$ cat config.mk
export PLATFORM = sky130hd
export DESIGN_NAME = drcagc_top
export DESIGN_NICKNAME = d
export VERILOG_FILES = /design/src/drcagc_pkg.sv /design/src/drcagc_top.sv /design/src/drcagc_param_reg.sv /design/src/drcagc_smoother.sv
export VERILOG_INCLUDE_DIRS = /design/src
export SDC_FILE = /design/constraint.sdc
export NUM_CORES = 1
export LEC_CHECK = 0
export ABC_AREA = 1
export BUFFER_PORTS_ARGS = -buffer_cell sky130_fd_sc_hd__buf_2
export CAP_MARGIN = 20
export CORE_AREA = 3 3 215 217
export CTS_BUF_LIST = sky130_fd_sc_hd__clkbuf_16
export CTS_CLUSTER_SIZE = 28
export DETAILED_ROUTE_END_ITERATION = 8
export DIE_AREA = 0 0 218 220
export HOLD_SLACK_MARGIN = 0.08
export PLACE_DENSITY = 0.6
export SYNTH_ARGS = -nofsm -noshare
export SYNTH_HDL_FRONTEND = slang
export SYNTH_SLANG_ARGS = --single-unit
$ cat constraint.sdc
create_clock -name clock -period 4.9 [get_ports clock]
set_input_delay 0.245 -clock clock [delete_from_list [all_inputs] [get_ports clock]]
set_output_delay 0.245 -clock clock [all_outputs]
set_load 0.02 [all_outputs]
$ cat src/drcagc_consts.svh
`ifndef DRCAGC_CONSTS_SVH
`define DRCAGC_CONSTS_SVH

// register byte offsets
`define DRCAGC_OFF_LEFT_AVG_LO 12'h490
`define DRCAGC_OFF_RIGHT_AVG_HI 12'h494
`define DRCAGC_OFF_RIGHT_AVG_LO 12'h498
`define DRCAGC_OFF_DECAY_HI 12'h49c
`define DRCAGC_OFF_DECAY_LO 12'h4a0
`define DRCAGC_OFF_ATTACK_HI 12'h4a4
`define DRCAGC_OFF_ATTACK_LO 12'h4a8
`define DRCAGC_OFF_THRESH_HI 12'h4ac
`define DRCAGC_OFF_THRESH_LO 12'h4b0
`define DRCAGC_OFF_SLOPE_HI 12'h4b4
`define DRCAGC_OFF_SLOPE_LO 12'h4b8
`define DRCAGC_OFF_OFFSET_HI 12'h4bc
`define DRCAGC_OFF_OFFSET_LO 12'h4c0
`define DRCAGC_OFF_OPTIONS 12'h4c4
`define DRCAGC_OFF_GAINCTL_ENA 12'h4d0

// reset values
`define DRCAGC_RST_COEF_HI 16'h0100
`define DRCAGC_RST_COEF_LO 16'h0000
`define DRCAGC_RST_THRESH_HI 16'h04fb
`define DRCAGC_RST_THRESH_LO 16'h9ed0
`define DRCAGC_RST_SLOPE_HI 16'h0780
`define DRCAGC_RST_OPTIONS 6'h00
`define DRCAGC_RST_GAINCTL_ENA 10'h000

// field layout
`define DRCAGC_COEF_HI_W 11
`define DRCAGC_THRESH_HI_W 16
`define DRCAGC_OFFSET_HI_W 13
`define DRCAGC_OPT_GAIN_ZERO_BIT 5
`define DRCAGC_OPT_HYST_MSB 4
`define DRCAGC_OPT_HYST_LSB 0
`define DRCAGC_ENA_MSB 15
`define DRCAGC_ENA_LSB 6

// hysteresis decode
`define DRCAGC_FRAC_BITS 24
`define DRCAGC_HYST_EXP_BIAS 20
`define DRCAGC_HYST_ZERO_ALIAS 5'h04
`define DRCAGC_HYST_UNITY_MIN 5'h14

`endif

$ cat src/drcagc_pkg.sv
`default_nettype none
package drcagc_pkg;

	typedef enum logic [1:0] {
		SM_DECAY = 2'b01,
		SM_ATTACK = 2'b10
	} drcagc_smooth_e;

	typedef struct packed {
		logic [26:0] left_avg;
		logic [26:0] right_avg;
		logic [26:0] decay;
		logic [26:0] attack;
		logic [31:0] threshold;
		logic [26:0] slope;
		logic [28:0] offset;
	} drcagc_coef_s;

	typedef struct packed {
		logic [11:0] addr;
		logic [31:0] wdata;
		logic write;
		logic read;
	} drcagc_bus_s;

endpackage
`default_nettype wire

$ cat src/drcagc_top.sv
// Chosen here: the plain strobed port.
`timescale 1ns/1ns
`default_nettype none
`include "drcagc_consts.svh"

//////////////////////////////////////////////////////////////////////////////
module drcagc_top #(
	parameter int GAIN_W = 32
) (
	// clock and reset
	input wire logic clock,
	input wire logic reset_n,
	// register port
	input wire logic [11:0] bus_addr,
	input wire logic [31:0] bus_wdata,
	input wire logic bus_write,
	input wire logic bus_read,
	output logic [31:0] bus_rdata,
	// left upper averaging half, kept in the neighbouring bank
	input wire logic [10:0] left_avg_hi_bits,
	// gain samples from the compressor datapath
	input wire logic gain_valid,
	input wire logic [GAIN_W-1:0] gain_cur,
	input wire logic [GAIN_W-1:0] gain_prev,
	// compressor parameters
	output drcagc_pkg::drcagc_coef_s coefs,
	output logic [26:0] smooth_coef,
	output drcagc_pkg::drcagc_smooth_e smooth_state,
	output logic [24:0] hysteresis,
	output logic [GAIN_W-1:0] init_gain,
	output logic param_update,
	// gain control enables
	output logic gainctl_if1_slot0_cap_left_en,
	output logic gainctl_if1_slot0_cap_right_en,
	output logic gainctl_if1_slot1_cap_left_en,
	output logic gainctl_if1_slot1_cap_right_en,
	output logic gainctl_if2_cap_left_en,
	output logic gainctl_if2_cap_right_en,
	output logic gainctl_if2_play_left_en,
	output logic gainctl_if2_play_right_en,
	output logic gainctl_conv_cap_left_en,
	output logic gainctl_conv_cap_right_en
);

	//////////////////////////////////////////////////////////////////////////
	// bus request

	drcagc_pkg::drcagc_bus_s req;

	// one assignment for the whole carrier, so the struct has a single driver
	assign req = {bus_addr, bus_wdata, bus_write, bus_read};

	logic wr_left_lo;
	logic wr_right_hi;
	logic wr_right_lo;
	logic wr_decay_hi;
	logic wr_decay_lo;
	logic wr_attack_hi;
	logic wr_attack_lo;
	logic wr_thresh_hi;
	logic wr_thresh_lo;
	logic wr_slope_hi;
	logic wr_slope_lo;
	logic wr_offset_hi;
	logic wr_offset_lo;
	logic wr_options;
	logic wr_enables;
	logic wr_any;

	assign wr_left_lo = req.write && (req.addr == `DRCAGC_OFF_LEFT_AVG_LO);
	assign wr_right_hi = req.write && (req.addr == `DRCAGC_OFF_RIGHT_AVG_HI);
	assign wr_right_lo = req.write && (req.addr == `DRCAGC_OFF_RIGHT_AVG_LO);
	assign wr_decay_hi = req.write && (req.addr == `DRCAGC_OFF_DECAY_HI);
	assign wr_decay_lo = req.write && (req.addr == `DRCAGC_OFF_DECAY_LO);
	assign wr_attack_hi = req.write && (req.addr == `DRCAGC_OFF_ATTACK_HI);
	assign wr_attack_lo = req.write && (req.addr == `DRCAGC_OFF_ATTACK_LO);
	assign wr_thresh_hi = req.write && (req.addr == `DRCAGC_OFF_THRESH_HI);
	assign wr_thresh_lo = req.write && (req.addr == `DRCAGC_OFF_THRESH_LO);
	assign wr_slope_hi = req.write && (req.addr == `DRCAGC_OFF_SLOPE_HI);
	assign wr_slope_lo = req.write && (req.addr == `DRCAGC_OFF_SLOPE_LO);
	assign wr_offset_hi = req.write && (req.addr == `DRCAGC_OFF_OFFSET_HI);
	assign wr_offset_lo = req.write && (req.addr == `DRCAGC_OFF_OFFSET_LO);
	assign wr_options = req.write && (req.addr == `DRCAGC_OFF_OPTIONS);
	assign wr_enables = req.write && (req.addr == `DRCAGC_OFF_GAINCTL_ENA);

	// the enable register does not touch compressor parameters
	assign wr_any = wr_left_lo | wr_right_hi | wr_right_lo | wr_decay_hi | wr_decay_lo
		| wr_attack_hi | wr_attack_lo | wr_thresh_hi | wr_thresh_lo | wr_slope_hi
		| wr_slope_lo | wr_offset_hi | wr_offset_lo | wr_options;

	//////////////////////////////////////////////////////////////////////////
	// split coefficients

	logic [15:0] left_avg_lo;
	logic [26:0] right_avg;
	logic [26:0] decay;
	logic [26:0] attack;
	logic [31:0] threshold;
	logic [26:0] slope;
	logic [28:0] offset;
	logic [26:0] left_avg;

	always_ff @(posedge clock) begin
		if (!reset_n) begin
			left_avg_lo <= `DRCAGC_RST_COEF_LO;
		end else if (wr_left_lo) begin
			left_avg_lo <= req.wdata[15:0];
		end
	end

	// upper half lives outside, so the joined value is re-registered here
	always_ff @(posedge clock) begin
		if (!reset_n) begin
			left_avg <= '0;
		end else begin
			left_avg <= {left_avg_hi_bits, left_avg_lo};
		end
	end

	drcagc_param_reg #(
		.HI_W(`DRCAGC_COEF_HI_W),
		.HI_RESET(`DRCAGC_RST_COEF_HI),
		.LO_RESET(`DRCAGC_RST_COEF_LO)
	) u_right_avg (
		.clock(clock),
		.reset_n(reset_n),
		.wr_hi(wr_right_hi),
		.wr_lo(wr_right_lo),
		.wdata(req.wdata[15:0]),
		.value(right_avg)
	);

	drcagc_param_reg #(
		.HI_W(`DRCAGC_COEF_HI_W),
		.HI_RESET(`DRCAGC_RST_COEF_HI),
		.LO_RESET(`DRCAGC_RST_COEF_LO)
	) u_decay (
		.clock(clock),
		.reset_n(reset_n),
		.wr_hi(wr_decay_hi),
		.wr_lo(wr_decay_lo),
		.wdata(req.wdata[15:0]),
		.value(decay)
	);

	drcagc_param_reg #(
		.HI_W(`DRCAGC_COEF_HI_W),
		.HI_RESET(`DRCAGC_RST_COEF_HI),
		.LO_RESET(`DRCAGC_RST_COEF_LO)
	) u_attack (
		.clock(clock),
		.reset_n(reset_n),
		.wr_hi(wr_attack_hi),
		.wr_lo(wr_attack_lo),
		.wdata(req.wdata[15:0]),
		.value(attack)
	);

	drcagc_param_reg #(
		.HI_W(`DRCAGC_THRESH_HI_W),
		.HI_RESET(`DRCAGC_RST_THRESH_HI),
		.LO_RESET(`DRCAGC_RST_THRESH_LO)
	) u_threshold (
		.clock(clock),
		.reset_n(reset_n),
		.wr_hi(wr_thresh_hi),
		.wr_lo(wr_thresh_lo),
		.wdata(req.wdata[15:0]),
		.value(threshold)
	);

	// slope upper register resets to 0x0780; only its low eleven bits are kept
	drcagc_param_reg #(
		.HI_W(`DRCAGC_COEF_HI_W),
		.HI_RESET(`DRCAGC_RST_SLOPE_HI),
		.LO_RESET(`DRCAGC_RST_COEF_LO)
	) u_slope (
		.clock(clock),
		.reset_n(reset_n),
		.wr_hi(wr_slope_hi),
		.wr_lo(wr_slope_lo),
		.wdata(req.wdata[15:0]),
		.value(slope)
	);

	drcagc_param_reg #(
		.HI_W(`DRCAGC_OFFSET_HI_W),
		.HI_RESET(`DRCAGC_RST_COEF_HI),
		.LO_RESET(`DRCAGC_RST_COEF_LO)
	) u_offset (
		.clock(clock),
		.reset_n(reset_n),
		.wr_hi(wr_offset_hi),
		.wr_lo(wr_offset_lo),
		.wdata(req.wdata[15:0]),
		.value(offset)
	);

	assign coefs = {left_avg, right_avg, decay, attack, threshold, slope, offset};

	//////////////////////////////////////////////////////////////////////////
	// options and enables

	logic [5:0] options;
	logic [9:0] enables;

	always_ff @(posedge clock) begin
		if (!reset_n) begin
			options <= `DRCAGC_RST_OPTIONS;
		end else if (wr_options) begin
			options <= req.wdata[`DRCAGC_OPT_GAIN_ZERO_BIT:0];
		end
	end

	always_ff @(posedge clock) begin
		if (!reset_n) begin
			enables <= `DRCAGC_RST_GAINCTL_ENA;
		end else if (wr_enables) begin
			enables <= req.wdata[`DRCAGC_ENA_MSB:`DRCAGC_ENA_LSB];
		end
	end

	// bit 15 of the register lands at enables[9]
	assign gainctl_if1_slot0_cap_left_en = enables[9];
	assign gainctl_if1_slot0_cap_right_en = enables[8];
	assign gainctl_if1_slot1_cap_left_en = enables[7];
	assign gainctl_if1_slot1_cap_right_en = enables[6];
	assign gainctl_if2_cap_left_en = enables[5];
	assign gainctl_if2_cap_right_en = enables[4];
	assign gainctl_if2_play_left_en = enables[3];
	assign gainctl_if2_play_right_en = enables[2];
	assign gainctl_conv_cap_left_en = enables[1];
	assign gainctl_conv_cap_right_en = enables[0];

	//////////////////////////////////////////////////////////////////////////
	// starting gain and hysteresis

	logic [4:0] hyst_code;
	logic [4:0] hyst_eff;
	logic [5:0] hyst_shift;
	logic [24:0] next_hysteresis;

	assign hyst_code = options[`DRCAGC_OPT_HYST_MSB:`DRCAGC_OPT_HYST_LSB];

	always_ff @(posedge clock) begin
		if (!reset_n) begin
			init_gain <= GAIN_W'(1) << `DRCAGC_FRAC_BITS;
		end else if (options[`DRCAGC_OPT_GAIN_ZERO_BIT]) begin
			init_gain <= '0;
		end else begin
			init_gain <= GAIN_W'(1) << `DRCAGC_FRAC_BITS;
		end
	end

	always_comb begin
		hyst_eff = (hyst_code == 5'h00) ? `DRCAGC_HYST_ZERO_ALIAS : hyst_code;
		hyst_shift = 6'(hyst_eff) + 6'(`DRCAGC_FRAC_BITS - `DRCAGC_HYST_EXP_BIAS);
		if (hyst_eff >= `DRCAGC_HYST_UNITY_MIN) begin
			next_hysteresis = 25'(1) << `DRCAGC_FRAC_BITS;
		end else begin
			next_hysteresis = 25'(1) << hyst_shift;
		end
	end

	// registered so the comparator sees a clean value two cycles after the write strobe
	always_ff @(posedge clock) begin
		if (!reset_n) begin
			hysteresis <= 25'(1) << (`DRCAGC_FRAC_BITS - `DRCAGC_HYST_EXP_BIAS
				+ int'(`DRCAGC_HYST_ZERO_ALIAS));
		end else begin
			hysteresis <= next_hysteresis;
		end
	end

	//////////////////////////////////////////////////////////////////////////
	// smoothing state and coefficient choice

	drcagc_smoother #(
		.GAIN_W(GAIN_W)
	) u_smoother (
		.clock(clock),
		.reset_n(reset_n),
		.gain_valid(gain_valid),
		.gain_cur(gain_cur),
		.gain_prev(gain_prev),
		.hysteresis(hysteresis),
		.state(smooth_state)
	);

	always_ff @(posedge clock) begin
		if (!reset_n) begin
			smooth_coef <= {11'(`DRCAGC_RST_COEF_HI), `DRCAGC_RST_COEF_LO};
		end else if (smooth_state == drcagc_pkg::SM_ATTACK) begin
			smooth_coef <= attack;
		end else begin
			smooth_coef <= decay;
		end
	end

	// lets the datapath reload parameters after any write to a parameter register
	always_ff @(posedge clock) begin
		if (!reset_n) begin
			param_update <= 1'b0;
		end else begin
			param_update <= wr_any;
		end
	end

	//////////////////////////////////////////////////////////////////////////
	// read back

	logic [31:0] next_rdata;

	always_comb begin
		next_rdata = 32'h0000_0000;
		case (req.addr)
			`DRCAGC_OFF_LEFT_AVG_LO: next_rdata = 32'(left_avg_lo);
			`DRCAGC_OFF_RIGHT_AVG_HI: next_rdata = 32'(right_avg[26:16]);
			`DRCAGC_OFF_RIGHT_AVG_LO: next_rdata = 32'(right_avg[15:0]);
			`DRCAGC_OFF_DECAY_HI: next_rdata = 32'(decay[26:16]);
			`DRCAGC_OFF_DECAY_LO: next_rdata = 32'(decay[15:0]);
			`DRCAGC_OFF_ATTACK_HI: next_rdata = 32'(attack[26:16]);
			`DRCAGC_OFF_ATTACK_LO: next_rdata = 32'(attack[15:0]);
			`DRCAGC_OFF_THRESH_HI: next_rdata = 32'(threshold[31:16]);
			`DRCAGC_OFF_THRESH_LO: next_rdata = 32'(threshold[15:0]);
			`DRCAGC_OFF_SLOPE_HI: next_rdata = 32'(slope[26:16]);
			`DRCAGC_OFF_SLOPE_LO: next_rdata = 32'(slope[15:0]);
			`DRCAGC_OFF_OFFSET_HI: next_rdata = 32'(offset[28:16]);
			`DRCAGC_OFF_OFFSET_LO: next_rdata = 32'(offset[15:0]);
			`DRCAGC_OFF_OPTIONS: next_rdata = 32'(options);
			`DRCAGC_OFF_GAINCTL_ENA: next_rdata = 32'(enables) << `DRCAGC_ENA_LSB;
			default: next_rdata = 32'h0000_0000;
		endcase
	end

	// data stand only in the cycle after the read strobe
	always_ff @(posedge clock) begin
		if (!reset_n) begin
			bus_rdata <= 32'h0000_0000;
		end else if (req.read) begin
			bus_rdata <= next_rdata;
		end else begin
			bus_rdata <= 32'h0000_0000;
		end
	end

endmodule
`default_nettype wire

$ cat src/drcagc_param_reg.sv
`timescale 1ns/1ns
`default_nettype none
// one split coefficient: upper half holds HI_W bits, lower half sixteen
module drcagc_param_reg #(
	parameter int HI_W = 11,
	parameter logic [15:0] HI_RESET = 16'h0100,
	parameter logic [15:0] LO_RESET = 16'h0000
) (
	// clock and reset
	input wire logic clock,
	input wire logic reset_n,
	// write side
	input wire logic wr_hi,
	input wire logic wr_lo,
	input wire logic [15:0] wdata,
	// joined value
	output logic [HI_W+15:0] value
);

	always_ff @(posedge clock) begin
		if (!reset_n) begin
			value <= {HI_RESET[HI_W-1:0], LO_RESET};
		end else begin
			// bits above HI_W are dropped, never stored
			if (wr_hi) begin
				value[HI_W+15:16] <= wdata[HI_W-1:0];
			end
			if (wr_lo) begin
				value[15:0] <= wdata;
			end
		end
	end

endmodule
`default_nettype wire

$ cat src/drcagc_smoother.sv
`timescale 1ns/1ns
`default_nettype none
// decay/attack state of the gain smoothing filter
module drcagc_smoother #(
	parameter int GAIN_W = 32
) (
	// clock and reset
	input wire logic clock,
	input wire logic reset_n,
	// gain samples
	input wire logic gain_valid,
	input wire logic [GAIN_W-1:0] gain_cur,
	input wire logic [GAIN_W-1:0] gain_prev,
	input wire logic [24:0] hysteresis,
	// state
	output drcagc_pkg::drcagc_smooth_e state
);

	logic signed [GAIN_W:0] fall;
	logic signed [GAIN_W:0] rise;
	logic signed [GAIN_W:0] hyst_ext;

	// one extra bit so the difference of two signed gains cannot wrap
	assign fall = $signed({gain_prev[GAIN_W-1], gain_prev}) - $signed({gain_cur[GAIN_W-1], gain_cur});
	assign rise = $signed({gain_cur[GAIN_W-1], gain_cur}) - $signed({gain_prev[GAIN_W-1], gain_prev});
	assign hyst_ext = $signed((GAIN_W+1)'(hysteresis));

	always_ff @(posedge clock) begin
		if (!reset_n) begin
			state <= drcagc_pkg::SM_DECAY;
		end else if (gain_valid) begin
			case (state)
				drcagc_pkg::SM_DECAY: begin
					if (fall > hyst_ext) begin
						state <= drcagc_pkg::SM_ATTACK;
					end
				end
				drcagc_pkg::SM_ATTACK: begin
					if (rise > hyst_ext) begin
						state <= drcagc_pkg::SM_DECAY;
					end
				end
				default: begin
					state <= drcagc_pkg::SM_DECAY;
				end
			endcase
		end
	end

endmodule
`default_nettype wire

==> out/results.tsv <==
stage	metric	value	unit
floorplan	die height	220	µm
pwr	Int Power	3.99	mW
pwr	Overall Power	5.70	mW
pwr	switching share of power	30.0	%
pwr	Leakage	10.1	nW
setup_path	Worst Path Required	5.30	ns
clocking	CTS root buf	clkbuf_16	
setup_path	Reg2Reg Depth	9	
grt	global-route wire length before repair	101000	µm
logic_synthesis	Cell Area, Synth	0.0177	mm²
worst_hold_path	HP Class	in2reg	
grt	largest net degree at the start of global routing	100	
grt	global route total overflow	0	
setup_path	R2R Path End	hysteresis[8]	
route	total number of vias	17801	
floorplan	Starting Density	39.9	%
clocking	CTS tree	done	
setup_path	cell mode on critical path	nand2_1	
sta	endpoints failing setup	0	
pwr	combinational share of power	19.4	%
sta	Final Skew	0.0168	ns
sta	Final Hold Fails	0	
sta	Worst slew margin	16.5	%
worst_hold_path	Hold Crit Depth	3	
sta	fmax	0.297	GHz
setup_path	r2r setup slk	2.38	ns
clocking	post-CTS sizing	0	
sta	WHS	0.116	ns
setup_path	WS Path Type	in2reg	
clocking	CTS buffer count	29	
cells_and_area	Final #Nets	3091	
sta	Min Clock Period, post-route	3.36	ns
cells_and_area	share of cells above drive strength 1	18.2	%
logic_synthesis	Yosys warnings	0	
route	DRC Markers	0	
pwr	PwrDens	274	mW/mm²
clocking	CTS clk-pin slew, worst paths	0.07	ns
logic_synthesis	register area share after synthesis	34.0	%
floorplan	number of I/O pins	449	
logic_synthesis	unique cell type count in the Yosys netlist	50	
clocking	H-tree levels	1	
logic_synthesis	most common library cells after synthesis	494 x nand2_1, 417 x inv_1, 300 x dfxtp_1	
worst_hold_path	Worst Hold End	u_offset.value[4]	
cells_and_area	fin area	0.0208	mm²
place	Port Buffers	385	
sta	final period utilization	68.6	%
setup_path	Arrival @ worst endpoint	3.76	ns
setup_path	Worst Setup End Kind	register	
clocking	maximum clock insertion buffer count	3	
logic_synthesis	Synth top area share	34.0	%
pwr	sequential share of power	43.1	%
route	post-DR wirelength/cell	19.7	µm
floorplan	Core ar.	0.0443	mm²
setup_path	Worst path depth	25	
sta	unrepaired setup endpoints after global routing	no	
place	dpl ws	0.944	ns
route	DR iter-0 viols	1299	
setup_path	Largest stage delay, worst path	0.48	ns
grt	number of global-route vias before repair	17197	
flow_run	max-cap check violation count	0	
logic_synthesis	asr flop ratio synth	0	%
route	drt pass-1 iters	6	
logic_synthesis	Cells after Synth	2513	
clocking	clk sink count	300	
sta	Final Slew Violations	0	
setup_path	startpoint types	primary input	
clocking	worst skew pair latency	0.56	ns
logic_synthesis	number of synthesized flops with an enable pin	0	
floorplan	row count	77	
status	run status	completed	
floorplan	Die ar.	0.0480	mm²
setup_path	critical path's slowest cell	ha_1	
place	Final HPWL DP	55000	µm
logic_synthesis	count leader, synth	nand2_1	
route	number of routed nets with antenna violations	0	
pwr	Clk pwr share	37.6	%
setup_path	CP bufs+invs	4	
sta	Final WS setup	1.54	ns
setup_path	Crit Path Max Fanout	6	
logic_synthesis	synthesized flop and latch total	300	
pwr	maximum VDD drop	0.000257	V
logic_synthesis	Area contributors post-synth	dfxtp_1 34%, nand2_1 10%, inv_1 8.9%	
logic_synthesis	Yosys top cell by area	dfxtp_1	
floorplan	Die Span X	218	µm
logic_synthesis	most common flop cell mapped by yosys	dfxtp_1	
setup_path	origin of the critical flop-to-flop path	options[1]	
route	DRT Wirelength	68400	µm
sta	Worst-Margin Slew	1.25	ns
grt	initial antenna violation count	3	
pwr	sw power	1.71	mW
route	vias per inst	5.14	
place	post-place instance area	0.0197	mm²
place	Placer Congestion	0.956	
grt	aggregate global-route resource usage	27.4	%
setup_path	delay-heaviest family, CP	simple AND/OR/NAND/NOR gates	
cells_and_area	synthesis-to-finish area growth	17.9	%
logic_synthesis	syn_area_per_cell	7.03	µm²
sta	setup TNS	0	ns
worst_hold_path	worst hold start	bus_wdata[4]	
==> repair_timing <==
action                    4_1_cts  5_1_grt
hold buffers                   19        0
setup buffers                   0        0
hold endpoints to repair       32        0
==> metal layers <==
layer  wire [µm]  part of all wire (%)  vias to the layer above  GRT usage [%]
met5          28                 0.041                        -              0
met4        2900                   4.2                        4           11.0
met3        4550                   6.7                      134           5.20
met2       34300                    50                      625           50.2
met1       26600                    39                     8289           31.4
li1            -                     -                     8749              -
==> power groups by stage <==
| stage | clock [mW] | combinational, mW | sequential (mW) |
|---|---|---|---|
| floorplan | 0 | 0.789 | 2.52 |
| global placement | 0 | 1.07 | 2.51 |
| detailed placement | 0 | 1.08 | 2.51 |
| CTS | 2.17 | 1.10 | 2.45 |
| global route | 2.26 | 1.24 | 2.45 |
| finish | 2.14 | 1.10 | 2.45 |
==> cell families after synthesis <==
logic type | Yosys count | share of synthesized area (%)
AOI/OAI and AO/OA | 588 | 19.4
adders and majority gates | 117 | 8.37
buffers and inverters | 584 | 14.0
DFF | 300 | 34.0
and+or+nand+nor | 875 | 21.8
xor gates and xnor gates | 48 | 2.38
other | 1 | 0.0212
==> final cells by class <==
class                           count  area, µm²
Multi-Input combinational cell   1675       9370
Tap cell                          592        741
Inverter                          427       1600
Fill cell                        4560      23500
Clock inverter                     24        156
Clock buffer                       29        726
Timing Repair Buffer              417       2220
Sequential cell                   300       6010
Antenna cell                        1       2.50
==> worst max-delay path by stage <==
| stage | startpoint | end | slack, ns |
|---|---|---|---|
| CTS | gain_cur[14] | u_smoother.state[1] | 1.53 |
| finish | gain_cur[14] | u_smoother.state[1] | 1.54 |
| floorplan | gain_cur[0] | u_smoother.state[0] | 1.96 |
| global route | gain_cur[14] | u_smoother.state[1] | 1.27 |
| detailed placement | gain_cur[14] | u_smoother.state[1] | 0.94 |
| global placement | gain_cur[14] | u_smoother.state[1] | 0.99 |
==> placed cells by master (no fill, tap or decap), types with 9 or more instances in the layout <==
cell           count
a211oi_1          50
a21oi_1          229
a221oi_1          19
a31oi_1           23
buf_2            384
buf_4             13
clkbuf_16         29
clkinv_1          11
conb_1            47
dfxtp_1          300
dlygate4sd3_1     19
ha_1             115
inv_1            424
nand2_1          494
nand2_2           24
nand3_1           88
nand4_1           16
nor2_1           169
nor2_2            21
nor2_4             9
nor3_1            23
o211ai_1          24
o21ai_0          170
o22ai_1           29
xnor2_1           15
xor2_1            33
==> registers in the layout (all words and copies together), names as in the netlist <==
register / flops
u_decay.value: 27
left_avg: 27
param_update: 1
smooth_coef: 27
init_gain: 1
enables: 10
options: 6
hysteresis: 25
left_avg_lo: 16
u_attack.value: 27
u_right_avg.value: 27
u_smoother.state: 2
u_threshold.value: 32
u_slope.value: 27
bus_rdata: 16
u_offset.value: 29
==> worst reg2reg max path, cell delays in order, from the launching register on <==
cell and delay (ns):
dfxtp_1 0.50, nor2_1 0.13, a31oi_1 0.42, inv_1 0.24
ha_1 0.24, nand2_1 0.07, a31oi_1 0.10, nor2_1 0.17
nand3_1 0.25, o31ai_1 0.31
==> per-stage QoR <==
stage	std cells	util, %
after floorplan	2559	-
after global placement	3391	44.5
after detailed placement	3391	44.5
after CTS	3463	47.0
after global routing	3465	47.0
final	3465	47.0
Power figures use the tool's default switching activity.
